[src/core/dpc_map.svh]
/*
 Register offsets, field positions, reset values and frame counts
 for the driver power control block.
 Assumes a 7-bit register space of 8-bit registers reached by 16-bit serial frames.
*/
`ifndef DPC_MAP_SVH
`define DPC_MAP_SVH

`define DPC_OFS_DRV_CTRL    7'h00
`define DPC_OFS_PWR_CTRL    7'h01
`define DPC_OFS_TRIM        7'h04
`define DPC_OFS_PART_ID     7'h7e
`define DPC_OFS_REV         7'h7f

`define DPC_BIT_DRV_SLEEP_N 4
`define DPC_BIT_CONV_SLEEP  0
`define DPC_BIT_KEEP_CONV   1
`define DPC_BIT_SHDN_STAT   2
`define DPC_BIT_SOFT_RST    7

`define DPC_RST_DRV_SLEEP_N 1'b1
`define DPC_RST_CONV_SLEEP  1'b1
`define DPC_RST_KEEP_CONV   1'b0
`define DPC_RST_TRIM        8'h00

`define DPC_TRIM_STARVED    8'h7f
`define DPC_TRIM_MAG_ZERO   7'h00

`define DPC_CMD_LAST_BIT    5'h07
`define DPC_FRAME_LAST_BIT  5'h0f

`endif

[src/core/dpc_pkg.sv]
/*
 Types shared by the driver power control block.
 Assumes dpc_map.svh supplies the numeric constants.
*/
package dpc_pkg;

    // Frame phases, Gray coded along command, data, done
    typedef enum logic [1:0] {
        DPC_PH_CMD  = 2'b00,
        DPC_PH_DATA = 2'b01,
        DPC_PH_DONE = 2'b11
    } dpc_phase_t;

    typedef struct packed {
        logic       dir;
        logic [6:0] mag;
    } dpc_trim_t;

endpackage

[src/core/dpc_if.sv]
/*
 Register access carrier between the serial slave and the register bank.
 Assumes both ends run on the same clock.
*/
`timescale 1ns/1ps
`default_nettype none

interface dpc_if;
    logic [6:0] addr;
    logic [7:0] wdata;
    logic       wr;
    logic [7:0] rdata;

    modport spi  (output addr, output wdata, output wr, input rdata);
    modport regs (input addr, input wdata, input wr, output rdata);
endinterface

`default_nettype wire

[src/core/dpc_regs.sv]
/*
 Driver power control register bank behind the serial port.
 Assumes synchronous pins and a shutdown pin seen as two sensed levels.
*/
`timescale 1ns/1ps
`default_nettype none
`include "dpc_map.svh"

module dpc_regs #(
    parameter logic [7:0] PART_ID  = 8'h5a,  // Arbitrary value
    parameter logic [3:0] REV_CODE = 4'h3    // Arbitrary value
) (
    // Clock and reset
    input  wire logic       CLK,
    input  wire logic       RESETN,
    // Serial port
    input  wire logic       CS_N,
    input  wire logic       SCLK,
    input  wire logic       SDI,
    output logic            SDO_O,
    output logic            SDO_OE,
    // Shutdown pin levels
    input  wire logic       SHDN_PIN_HIGH,
    input  wire logic       SHDN_PIN_LOW,
    // Power controls
    output logic            DRIVER_ACTIVE,
    output logic            CONVERTER_ON,
    output logic            SHUTDOWN_LATCHED,
    // Bias current trim
    output logic            BIAS_TRIM_DIR,
    output logic [6:0]      BIAS_TRIM_MAG,
    output logic            BIAS_NOMINAL,
    output logic            BIAS_STARVED
);
    dpc_if bus ();

    logic                drv_sleep_n_q;
    logic                conv_sleep_q;
    logic                keep_conv_q;
    logic                soft_rst_q;
    logic                shdn_q;
    dpc_pkg::dpc_trim_t  trim_q;
    logic                drv_active_q;
    logic                conv_on_q;
    logic                nominal_q;
    logic                starved_q;
    logic                wr_drv;
    logic                wr_pwr;
    logic                wr_trim;
    logic                clr;

    dpc_spi_slave u_spi (
        .clk    (CLK),
        .rst_n  (RESETN),
        .cs_n   (CS_N),
        .sclk   (SCLK),
        .sdi    (SDI),
        .sdo_o  (SDO_O),
        .sdo_oe (SDO_OE),
        .bus    (bus)
    );

    assign wr_drv  = bus.wr && bus.addr == `DPC_OFS_DRV_CTRL;
    assign wr_pwr  = bus.wr && bus.addr == `DPC_OFS_PWR_CTRL;
    assign wr_trim = bus.wr && bus.addr == `DPC_OFS_TRIM;
    // Soft reset acts one cycle after its write; the pin reset clears at once
    assign clr     = !RESETN || soft_rst_q;

    always_ff @(posedge CLK) begin
        if (!RESETN) begin
            soft_rst_q <= 1'b0;
        end else begin
            soft_rst_q <= wr_pwr && bus.wdata[`DPC_BIT_SOFT_RST];
        end
    end

    // Only serial writes and resets touch the sleep bit
    always_ff @(posedge CLK) begin
        if (clr) begin
            drv_sleep_n_q <= `DPC_RST_DRV_SLEEP_N;
        end else if (wr_drv) begin
            drv_sleep_n_q <= bus.wdata[`DPC_BIT_DRV_SLEEP_N];
        end
    end

    always_ff @(posedge CLK) begin
        if (clr) begin
            conv_sleep_q <= `DPC_RST_CONV_SLEEP;
            keep_conv_q  <= `DPC_RST_KEEP_CONV;
        end else if (wr_pwr) begin
            conv_sleep_q <= bus.wdata[`DPC_BIT_CONV_SLEEP];
            keep_conv_q  <= bus.wdata[`DPC_BIT_KEEP_CONV];
        end
    end

    always_ff @(posedge CLK) begin
        if (clr) begin
            trim_q <= `DPC_RST_TRIM;
        end else if (wr_trim) begin
            trim_q <= bus.wdata;
        end
    end

    // Latch survives a floating pin; soft reset leaves it alone so a
    // stray register reset cannot re-enable a faulted driver.
    always_ff @(posedge CLK) begin
        if (!RESETN) begin
            shdn_q <= 1'b0;
        end else if (SHDN_PIN_HIGH) begin
            shdn_q <= 1'b1;
        end else if (SHDN_PIN_LOW) begin
            shdn_q <= 1'b0;
        end
    end

    always_ff @(posedge CLK) begin
        if (!RESETN) begin
            drv_active_q <= 1'b0;
            conv_on_q    <= 1'b0;
        end else begin
            drv_active_q <= drv_sleep_n_q && !shdn_q;
            conv_on_q    <= !conv_sleep_q
                            && !(shdn_q && !keep_conv_q);
        end
    end

    // Both code halves start at nominal; only the magnitude moves it
    always_ff @(posedge CLK) begin
        if (!RESETN) begin
            nominal_q <= 1'b1;
            starved_q <= 1'b0;
        end else begin
            nominal_q <= trim_q.mag == `DPC_TRIM_MAG_ZERO;
            starved_q <= trim_q == `DPC_TRIM_STARVED;
        end
    end

    always_comb begin
        if (bus.addr == `DPC_OFS_DRV_CTRL) begin
            bus.rdata = 8'h00;
            bus.rdata[`DPC_BIT_DRV_SLEEP_N] = drv_sleep_n_q;
        end else if (bus.addr == `DPC_OFS_PWR_CTRL) begin
            bus.rdata = 8'h00;
            bus.rdata[`DPC_BIT_CONV_SLEEP] = conv_sleep_q;
            bus.rdata[`DPC_BIT_KEEP_CONV]  = keep_conv_q;
            bus.rdata[`DPC_BIT_SHDN_STAT]  = shdn_q;
        end else if (bus.addr == `DPC_OFS_TRIM) begin
            bus.rdata = trim_q;
        end else if (bus.addr == `DPC_OFS_PART_ID) begin
            bus.rdata = PART_ID;
        end else if (bus.addr == `DPC_OFS_REV) begin
            bus.rdata = {4'h0, REV_CODE};
        end else begin
            bus.rdata = 8'h00;
        end
    end

    assign DRIVER_ACTIVE    = drv_active_q;
    assign CONVERTER_ON     = conv_on_q;
    assign SHUTDOWN_LATCHED = shdn_q;
    assign BIAS_TRIM_DIR    = trim_q.dir;
    assign BIAS_TRIM_MAG    = trim_q.mag;
    assign BIAS_NOMINAL     = nominal_q;
    assign BIAS_STARVED     = starved_q;

    a_sleep_enters: assert property (
        @(posedge CLK) disable iff (!RESETN)
        wr_drv && !bus.wdata[`DPC_BIT_DRV_SLEEP_N] ##1 !soft_rst_q
        |=> !DRIVER_ACTIVE)
        else $error("Driver still active after sleep write");

    a_sleep_exits: assert property (
        @(posedge CLK) disable iff (!RESETN)
        wr_drv && bus.wdata[`DPC_BIT_DRV_SLEEP_N] ##1 !shdn_q
        |=> DRIVER_ACTIVE)
        else $error("Driver not restored after wake write");

    a_sleep_spi_only: assert property (
        @(posedge CLK) disable iff (!RESETN)
        $changed(drv_sleep_n_q) |-> $past(wr_drv || clr))
        else $error("Driver sleep bit moved without a write");

    a_conv_sleep_off: assert property (
        @(posedge CLK) disable iff (!RESETN)
        conv_sleep_q |=> !CONVERTER_ON)
        else $error("Converter on while asleep");

    a_conv_reset_asleep: assert property (
        @(posedge CLK) disable iff (!RESETN)
        $rose(RESETN) |-> conv_sleep_q && !CONVERTER_ON)
        else $error("Converter not asleep after reset");

    a_conv_with_shdn: assert property (
        @(posedge CLK) disable iff (!RESETN)
        shdn_q && !keep_conv_q |=> !CONVERTER_ON && !DRIVER_ACTIVE)
        else $error("Converter left on through shutdown");

    a_conv_kept_on: assert property (
        @(posedge CLK) disable iff (!RESETN)
        shdn_q && keep_conv_q && !conv_sleep_q
        |=> CONVERTER_ON && !DRIVER_ACTIVE)
        else $error("Keep-alive converter not held on");

    a_part_id_fixed: assert property (
        @(posedge CLK) disable iff (!RESETN)
        bus.addr == `DPC_OFS_PART_ID |-> bus.rdata == PART_ID)
        else $error("Part identifier read wrong");

    a_rev_fixed: assert property (
        @(posedge CLK) disable iff (!RESETN)
        bus.addr == `DPC_OFS_REV |-> bus.rdata == {4'h0, REV_CODE})
        else $error("Revision read wrong");

    a_trim_nominal: assert property (
        @(posedge CLK) disable iff (!RESETN)
        wr_trim ##1 !clr ##1 1'b1 |-> BIAS_NOMINAL
        == ($past(bus.wdata, 2) inside {8'h00, 8'h80}))
        else $error("Nominal flag disagrees with trim code");

    a_soft_defaults: assert property (
        @(posedge CLK) disable iff (!RESETN)
        soft_rst_q |=> trim_q == `DPC_RST_TRIM && drv_sleep_n_q
        && conv_sleep_q && !keep_conv_q)
        else $error("Soft reset left a control off default");

    a_shdn_holds: assert property (
        @(posedge CLK) disable iff (!RESETN)
        shdn_q && !SHDN_PIN_LOW |=> shdn_q [*1] ##0 !DRIVER_ACTIVE)
        else $error("Shutdown released without low pin");

    a_trim_holds: assert property (
        @(posedge CLK) disable iff (!RESETN)
        !wr_trim && !soft_rst_q |=> $stable(trim_q))
        else $error("Trim changed without a write");
endmodule

`default_nettype wire

[src/core/dpc_spi_slave.sv]
/*
 Serial slave: 16-bit frames, read flag, 7-bit address, 8-bit data.
 Assumes serial pins synchronous to clk, clock idle low, MSB first.
*/
`timescale 1ns/1ps
`default_nettype none
`include "dpc_map.svh"

module dpc_spi_slave (
    // Clock and reset
    input  wire logic clk,
    input  wire logic rst_n,
    // Serial pins
    input  wire logic cs_n,
    input  wire logic sclk,
    input  wire logic sdi,
    output logic      sdo_o,
    output logic      sdo_oe,
    // Register side
    dpc_if.spi        bus
);
    logic                 sclk_q;
    logic [4:0]           cnt_q;
    logic [6:0]           sh_q;
    logic [7:0]           out_q;
    logic                 rd_q;
    logic                 load_q;
    logic [6:0]           addr_q;
    logic [7:0]           wdata_q;
    logic                 wr_q;
    dpc_pkg::dpc_phase_t  ph_q;
    logic                 rise;
    logic                 fall;

    assign rise = sclk & ~sclk_q;
    assign fall = ~sclk & sclk_q;

    always_ff @(posedge clk) begin
        if (!rst_n) begin
            sclk_q <= 1'b0;
        end else begin
            sclk_q <= sclk;
        end
    end

    // Frame framing; chip select high always restarts a frame
    always_ff @(posedge clk) begin
        if (!rst_n || cs_n) begin
            cnt_q  <= 5'h00;
            sh_q   <= 7'h00;
            ph_q   <= dpc_pkg::DPC_PH_CMD;
            rd_q   <= 1'b0;
            addr_q <= 7'h00;
            load_q <= 1'b0;
        end else if (rise && ph_q != dpc_pkg::DPC_PH_DONE) begin
            sh_q  <= {sh_q[5:0], sdi};
            cnt_q <= cnt_q + 5'h01;
            if (cnt_q == `DPC_CMD_LAST_BIT) begin
                rd_q   <= sh_q[6];
                addr_q <= {sh_q[5:0], sdi};
                load_q <= 1'b1;
                ph_q   <= dpc_pkg::DPC_PH_DATA;
            end else if (cnt_q == `DPC_FRAME_LAST_BIT) begin
                ph_q <= dpc_pkg::DPC_PH_DONE;
            end
        end else if (fall) begin
            load_q <= 1'b0;
        end
    end

    // Write strobe only at the close of a whole write frame
    always_ff @(posedge clk) begin
        if (!rst_n) begin
            wr_q    <= 1'b0;
            wdata_q <= 8'h00;
        end else begin
            wr_q <= 1'b0;
            if (!cs_n && rise && ph_q == dpc_pkg::DPC_PH_DATA
                && cnt_q == `DPC_FRAME_LAST_BIT) begin
                wdata_q <= {sh_q, sdi};
                wr_q    <= ~rd_q;
            end
        end
    end

    // Read data loads on the falling edge after the address byte
    always_ff @(posedge clk) begin
        if (!rst_n || cs_n) begin
            out_q <= 8'h00;
        end else if (fall) begin
            if (load_q) begin
                out_q <= bus.rdata;
            end else begin
                out_q <= {out_q[6:0], 1'b0};
            end
        end
    end

    assign bus.addr  = addr_q;
    assign bus.wdata = wdata_q;
    assign bus.wr    = wr_q;
    assign sdo_o     = out_q[7];
    assign sdo_oe    = ~cs_n;
endmodule

`default_nettype wire

[config.mk]
export PLATFORM = sky130hd
export DESIGN_NAME = dpc_regs
export DESIGN_NICKNAME = d
export VERILOG_FILES = /design/src/core/dpc_pkg.sv /design/src/core/dpc_if.sv /design/src/core/dpc_regs.sv /design/src/core/dpc_spi_slave.sv
export VERILOG_INCLUDE_DIRS = /design/src /design/src/core
export SDC_FILE = /design/constraint.sdc
export NUM_CORES = 1
export LEC_CHECK = 0
export ABC_AREA = 1
export BUFFER_PORTS_ARGS = -buffer_cell sky130_fd_sc_hd__buf_4
export CORE_MARGIN = 2
export CORE_UTILIZATION = 32
export DETAILED_ROUTE_END_ITERATION = 6
export PLACE_DENSITY = 0.52
export REMOVE_ABC_BUFFERS = 1
export SETUP_SLACK_MARGIN = 0.3
export SYNTH_ARGS = -nofsm -noshare
export SYNTH_HDL_FRONTEND = slang
export SYNTH_SLANG_ARGS = --single-unit
[constraint.sdc]
create_clock -name CLK -period 1.8 [get_ports CLK]
set_clock_uncertainty 0.1 [all_clocks]
set_input_delay 0.27 -clock CLK [delete_from_list [all_inputs] [get_ports CLK]]
set_output_delay 0.27 -clock CLK [all_outputs]
set_load 0.02 [all_outputs]
---- Yosys cells after proc, flatten, opt, wreduce, memory -nomap -nowiden ----
Cells that the tools add are included.
word-level totals
  flip-flop bits (word level) ............. 58
  output and inout port bits .............. 15
cells by class
  $add $sub $neg .......................... 1
  eq/ne operators ......................... 10
  reduce and logical (&&, ||, !) cells .... 28
  bitwise operators ....................... 6
  muxes and demuxes ....................... 13
operators by type and width
  cell                 number
  $mux 8               4
  $eq 7x7->1 const B   2
  $logic_not 7->1      2
  $logic_and 1x1->1    11
  $eq 8x7->1 const B   1
  $reduce_and 2->1     4
  $eq 7x1->1 const B   1
  $eq 7x3->1 const B   1
  $mux 7               1
  $logic_not 1->1      6
  $mux 2               3
  $reduce_bool 2->1    3
  $add 5x1->5 const B  1
  $eq 5x3->1 const B   1
  $eq 5x4->1 const B   1
  $mux 1               5
  $ne 2x2->1 const B   2
  $not 1->1            4
  $and 1x1->1          2
  $eq 2x1->1 const B   1
  $logic_or 1x1->1     2

---- Logic depth before layout (Yosys ltp) ----
  depth after elaboration ................. 7
  depth in mapped cells ................... 9
  gate-level depth less buffers ........... 9

---- Cells and area by module ----
From an unflattened synthesis, not the netlist that was laid out.
unflattened totals
  cell total of the unflattened synthesis .. 417
  area, all modules ....................... 2792.7 um2
modules (own cells, without submodules)
  module         times used  cells an instance  area an instance (um2)
  dpc_spi_slave  1           261                1803.0
  dpc_regs       1           156                989.7

---- Worst setup path after synthesis ----
OpenSTA, ideal clock, no wires.
  kind .................................... reg2reg
  start ................................... register u_spi.cnt_q[1]
  end ..................................... register u_spi.wdata_q[7] (netlist: u_spi.bus.wdata[7])
  setup time .............................. 0.119 ns
  data arrival time ....................... 1.399 ns
  stages on the path, launching flop included .. 9
  clock period less this slack ............ 1.618 ns
  required time ........................... 1.581 ns
  path slack .............................. 0.182 ns
  path through ............................ dfxtp_1 -> ha_1 -> inv_1 -> nor3_1 -> ha_1 -> nand4_2 -> buf_2 -> o21ai_1 -> a21oi_1
on the way
  cells in the longest elaborated chain, start to end .. 2
RTL lines
  element                      line                 RTL
  from (decl)                  dpc_spi_slave.sv:23  logic [4:0] cnt_q;
  from (signal assigned)       dpc_spi_slave.sv:57  cnt_q <= cnt_q + 5'h01;
  $eq 5x4->1 (no line)         n/a
  $logic_and 1x1->1 (no line)  n/a
  to (signal assigned)         dpc_spi_slave.sv:80  wdata_q <= {sh_q, sdi};
  to (decl)                    dpc_spi_slave.sv:29  logic [7:0] wdata_q;
Every way passes these cells.
A chain may end at the register's enable or synchronous reset.

---- Final worst setup path ----
  start ................................... register u_spi.cnt_q[1]
  end ..................................... register u_spi.wdata_q[5] (netlist: u_spi.bus.wdata[5])
Same word-level chain as after synthesis.

==> metrics <==
core area 7250 sq um; outcome finished, final reports clean; CP Data Arrival Time approximately 1.7 ns; Slew Viols, Final 0; top cells by instance count after synthesis 58 x dfxtp_1, 38 x a21oi_1, 38 x nand2_1, 38 x o21ai_0, 37 x nor2_1; via count about 2200; Worst EP required roughly 2.0 ns; power per cell area between 800 and 900 nW/um^2; Sequential Area 1160 sq um; starting DRC count in detailed routing 140; peak supply drop 0.407 mV; EDFF count, synth 0; Yosys warning count 0; clock tree sinks 58; effective utilization at floorplan approximately a third; 1st-pass router iterations 4; setup_tns 0 ns; Clock Latency Late Sink between 0.3 and 0.4 ns; Most used DFF post-synth dfxtp_1; num rows 31; die area roughly 8000 sq um; total length of routed wires 5.77 mm; worst slew pin tran approximately 0.39 ns; Syn Inst Count approximately 310; post-route ant nets 0; Fin. Hold Viols 0; Fmax achieved 646 MHz; FFs w/ async S/R, synth 0%; CP Launch Point u_spi.cnt_q[1]; vias in the first global route around 2000; library cells used by synthesis 29; NetSw 583 uW; RSZ-0062 raised after global routing yes; PortBufs 21; Num CTS Buffers 9; Logic pwr share 5.1%; # fillers 770; all-layer global routing usage around 15%; HPWL after DPL approximately 4.1 mm; clock-pin slew on the worst setup and hold paths around 0.060 ns; area of the multi-input gates about 1100 sq um; Rel. slew slack 74.0%; syn avg cell area 7.69 sq um; vias per cell approximately 4.8; n_diodes 0; count leader, synth dfxtp_1; Final setup viols 0; gpl congestion slightly below 0.8; max cap viols 0; critical path fanouts, max 7; leakage power 1.13 nW; Seq pwr share a little over half; drt wl/cell 12.8 um; Syn Std Cell Area ~2400 sq um; Seq/Total Area, Yosys between 40 and 50%; clk buf depth 2; reg2reg setup slack 0.25 ns; Hold Path Origin SHDN_PIN_HIGH; Yosys reg bits 58; Overall Power 2.46 mW; Area contributors post-synth dfxtp_1 49%, a21oi_1 8.0%, o21ai_0 8.0%; first-pass GRT wire length around 9.8 mm; RR Startpoint u_spi.cnt_q[1]; Vert. Die Dim 90.4 um; fin nets about 360; share of cells above drive strength 1 a little under a quarter; Remaining DRCs 0; io pins 22; internal power 1.88 mW; largest area contributor in the netlist dfxtp_1; clock root buffer master clkbuf_8; CTS tree built; Worst setup SP type flip-flop; initial antenna violation count 0; Die Wd about 90 um; worst min path class in2reg; Overflow after GRT 0; Clk network pwr share between 40 and 50%; area growth from synthesis to layout 24.0%; Final min period about 1.5 ns; post-synth top area share 48.6%; Sw Share around a quarter; Tcrit/Tclk final a little under nine tenths; largest net degree at the start of global routing 19; CP Capture Type flip-flop; htree depth 3; CP Class reg2reg
[cells in the final DEF, fill, tap and decap left out, types with 3 or more instances in the layout]
| cell | instances |
|---|---|
| o21ai_0 | 26 |
| a21oi_1 | 35 |
| nor2_1 | 37 |
| nor2_4 | 3 |
| clkbuf_1 | 3 |
| a21oi_2 | 5 |
| dfxtp_1 | 55 |
| dfxtp_2 | 3 |
| clkbuf_8 | 10 |
| nand3_1 | 17 |
| buf_4 | 31 |
| o21ai_1 | 14 |
| nor3_1 | 7 |
| inv_2 | 8 |
| nand2_1 | 38 |
| clkinv_2 | 3 |
| o21ai_2 | 3 |
| inv_1 | 29 |
[power groups by stage]
stage          sequential, mW  clock [mW]  combinational (mW)
2_1_floorplan            1.34           0              0.0622
3_3_place_gp             1.34           0               0.117
3_5_place_dp             1.34           0               0.117
4_1_cts                  1.31        1.06               0.124
5_1_grt                  1.31        1.11               0.143
6_report                 1.31        1.02               0.126
[cell families after synthesis]
group	share of synthesized area (%)
and+or+nand+nor	21.6
AOI/OAI and AO/OA	20.4
DFF	48.6
buffers and inverters	8.37
adders and majority gates	1.05
[worst paths after layout]
kind,to,cells past startpoint
max,u_spi.bus.wdata[5],7
min reg2reg,u_spi.bus.wr,1
max reg2reg,u_spi.bus.wdata[5],7
min,SHUTDOWN_LATCHED,3
[layer usage]
| layer | vias up | global-route usage [%] | share of wire [%] |
|---|---|---|---|
| met2 | 43 | 24.0 | 47 |
| met1 | 988 | 19.0 | 47 |
| met3 | 6 | 4.01 | 3.8 |
| met4 | 0 | 6.15 | 1.6 |
| met5 | - | 0 | 0 |
| li1 | 1117 | - | - |
[sequential cells by signal, indices dropped and copies added, names as in the netlist]
signal and count:
CONVERTER_ON 1, BIAS_TRIM_MAG 7, BIAS_TRIM_DIR 1, u_spi.out_q 8, u_spi.sh_q 7, BIAS_NOMINAL 1, u_spi.ph_q 2, u_spi.sclk_q 1
SHUTDOWN_LATCHED 1, DRIVER_ACTIVE 1, conv_sleep_q 1, u_spi.cnt_q 5, soft_rst_q 1, u_spi.bus.wr 1, u_spi.load_q 1, u_spi.bus.wdata 8
BIAS_STARVED 1, keep_conv_q 1, drv_sleep_n_q 1, u_spi.rd_q 1, u_spi.bus.addr 7
[repair_timing]
item / 4_1_cts / 5_1_grt
buffers inserted: 2 / 0
pin swaps: 5 / 2
gates resized for setup: 19 / 13
setup endpoints to repair: 15 / 26
cloned: 1 / 1
hold buffers: 0 / 0
[through the flow]
stage                     instance area (sq um)  util (%)  cells  hold slack [ns]  setup slack, ns
after floorplan                            2340         -    303            0.241            0.147
after global placement                     2690      37.1    432            0.305          0.00451
after detailed placement                   2690      37.1    432            0.307          -0.0295
after CTS                                  2940      40.5    451           0.0424            0.244
after global routing                       2960      40.9    452           0.0584            0.188
final                                      2960      40.9    452           0.0582            0.251
[layout make-up]
class / count / area share [%]
timing repair inverter: 1 / 0.253
sequential: 58 / 39.3
clock inverter: 3 / 0.507
tap: 99 / 4.18
inverter: 39 / 5.23
clock buffer: 13 / 5.02
timing repair buffer: 32 / 8.23
multi-input combinational: 207 / 37.3
[critical path, cell delays in order (launching register included)]
cell	delay (ns)
dfxtp_2	0.35
ha_4	0.14
inv_2	0.04
nor3_2	0.10
ha_2	0.27
nand4_4	0.17
buf_6	0.19
a21oi_1	0.12
No activity file was read; power rests on OpenSTA's default activity.
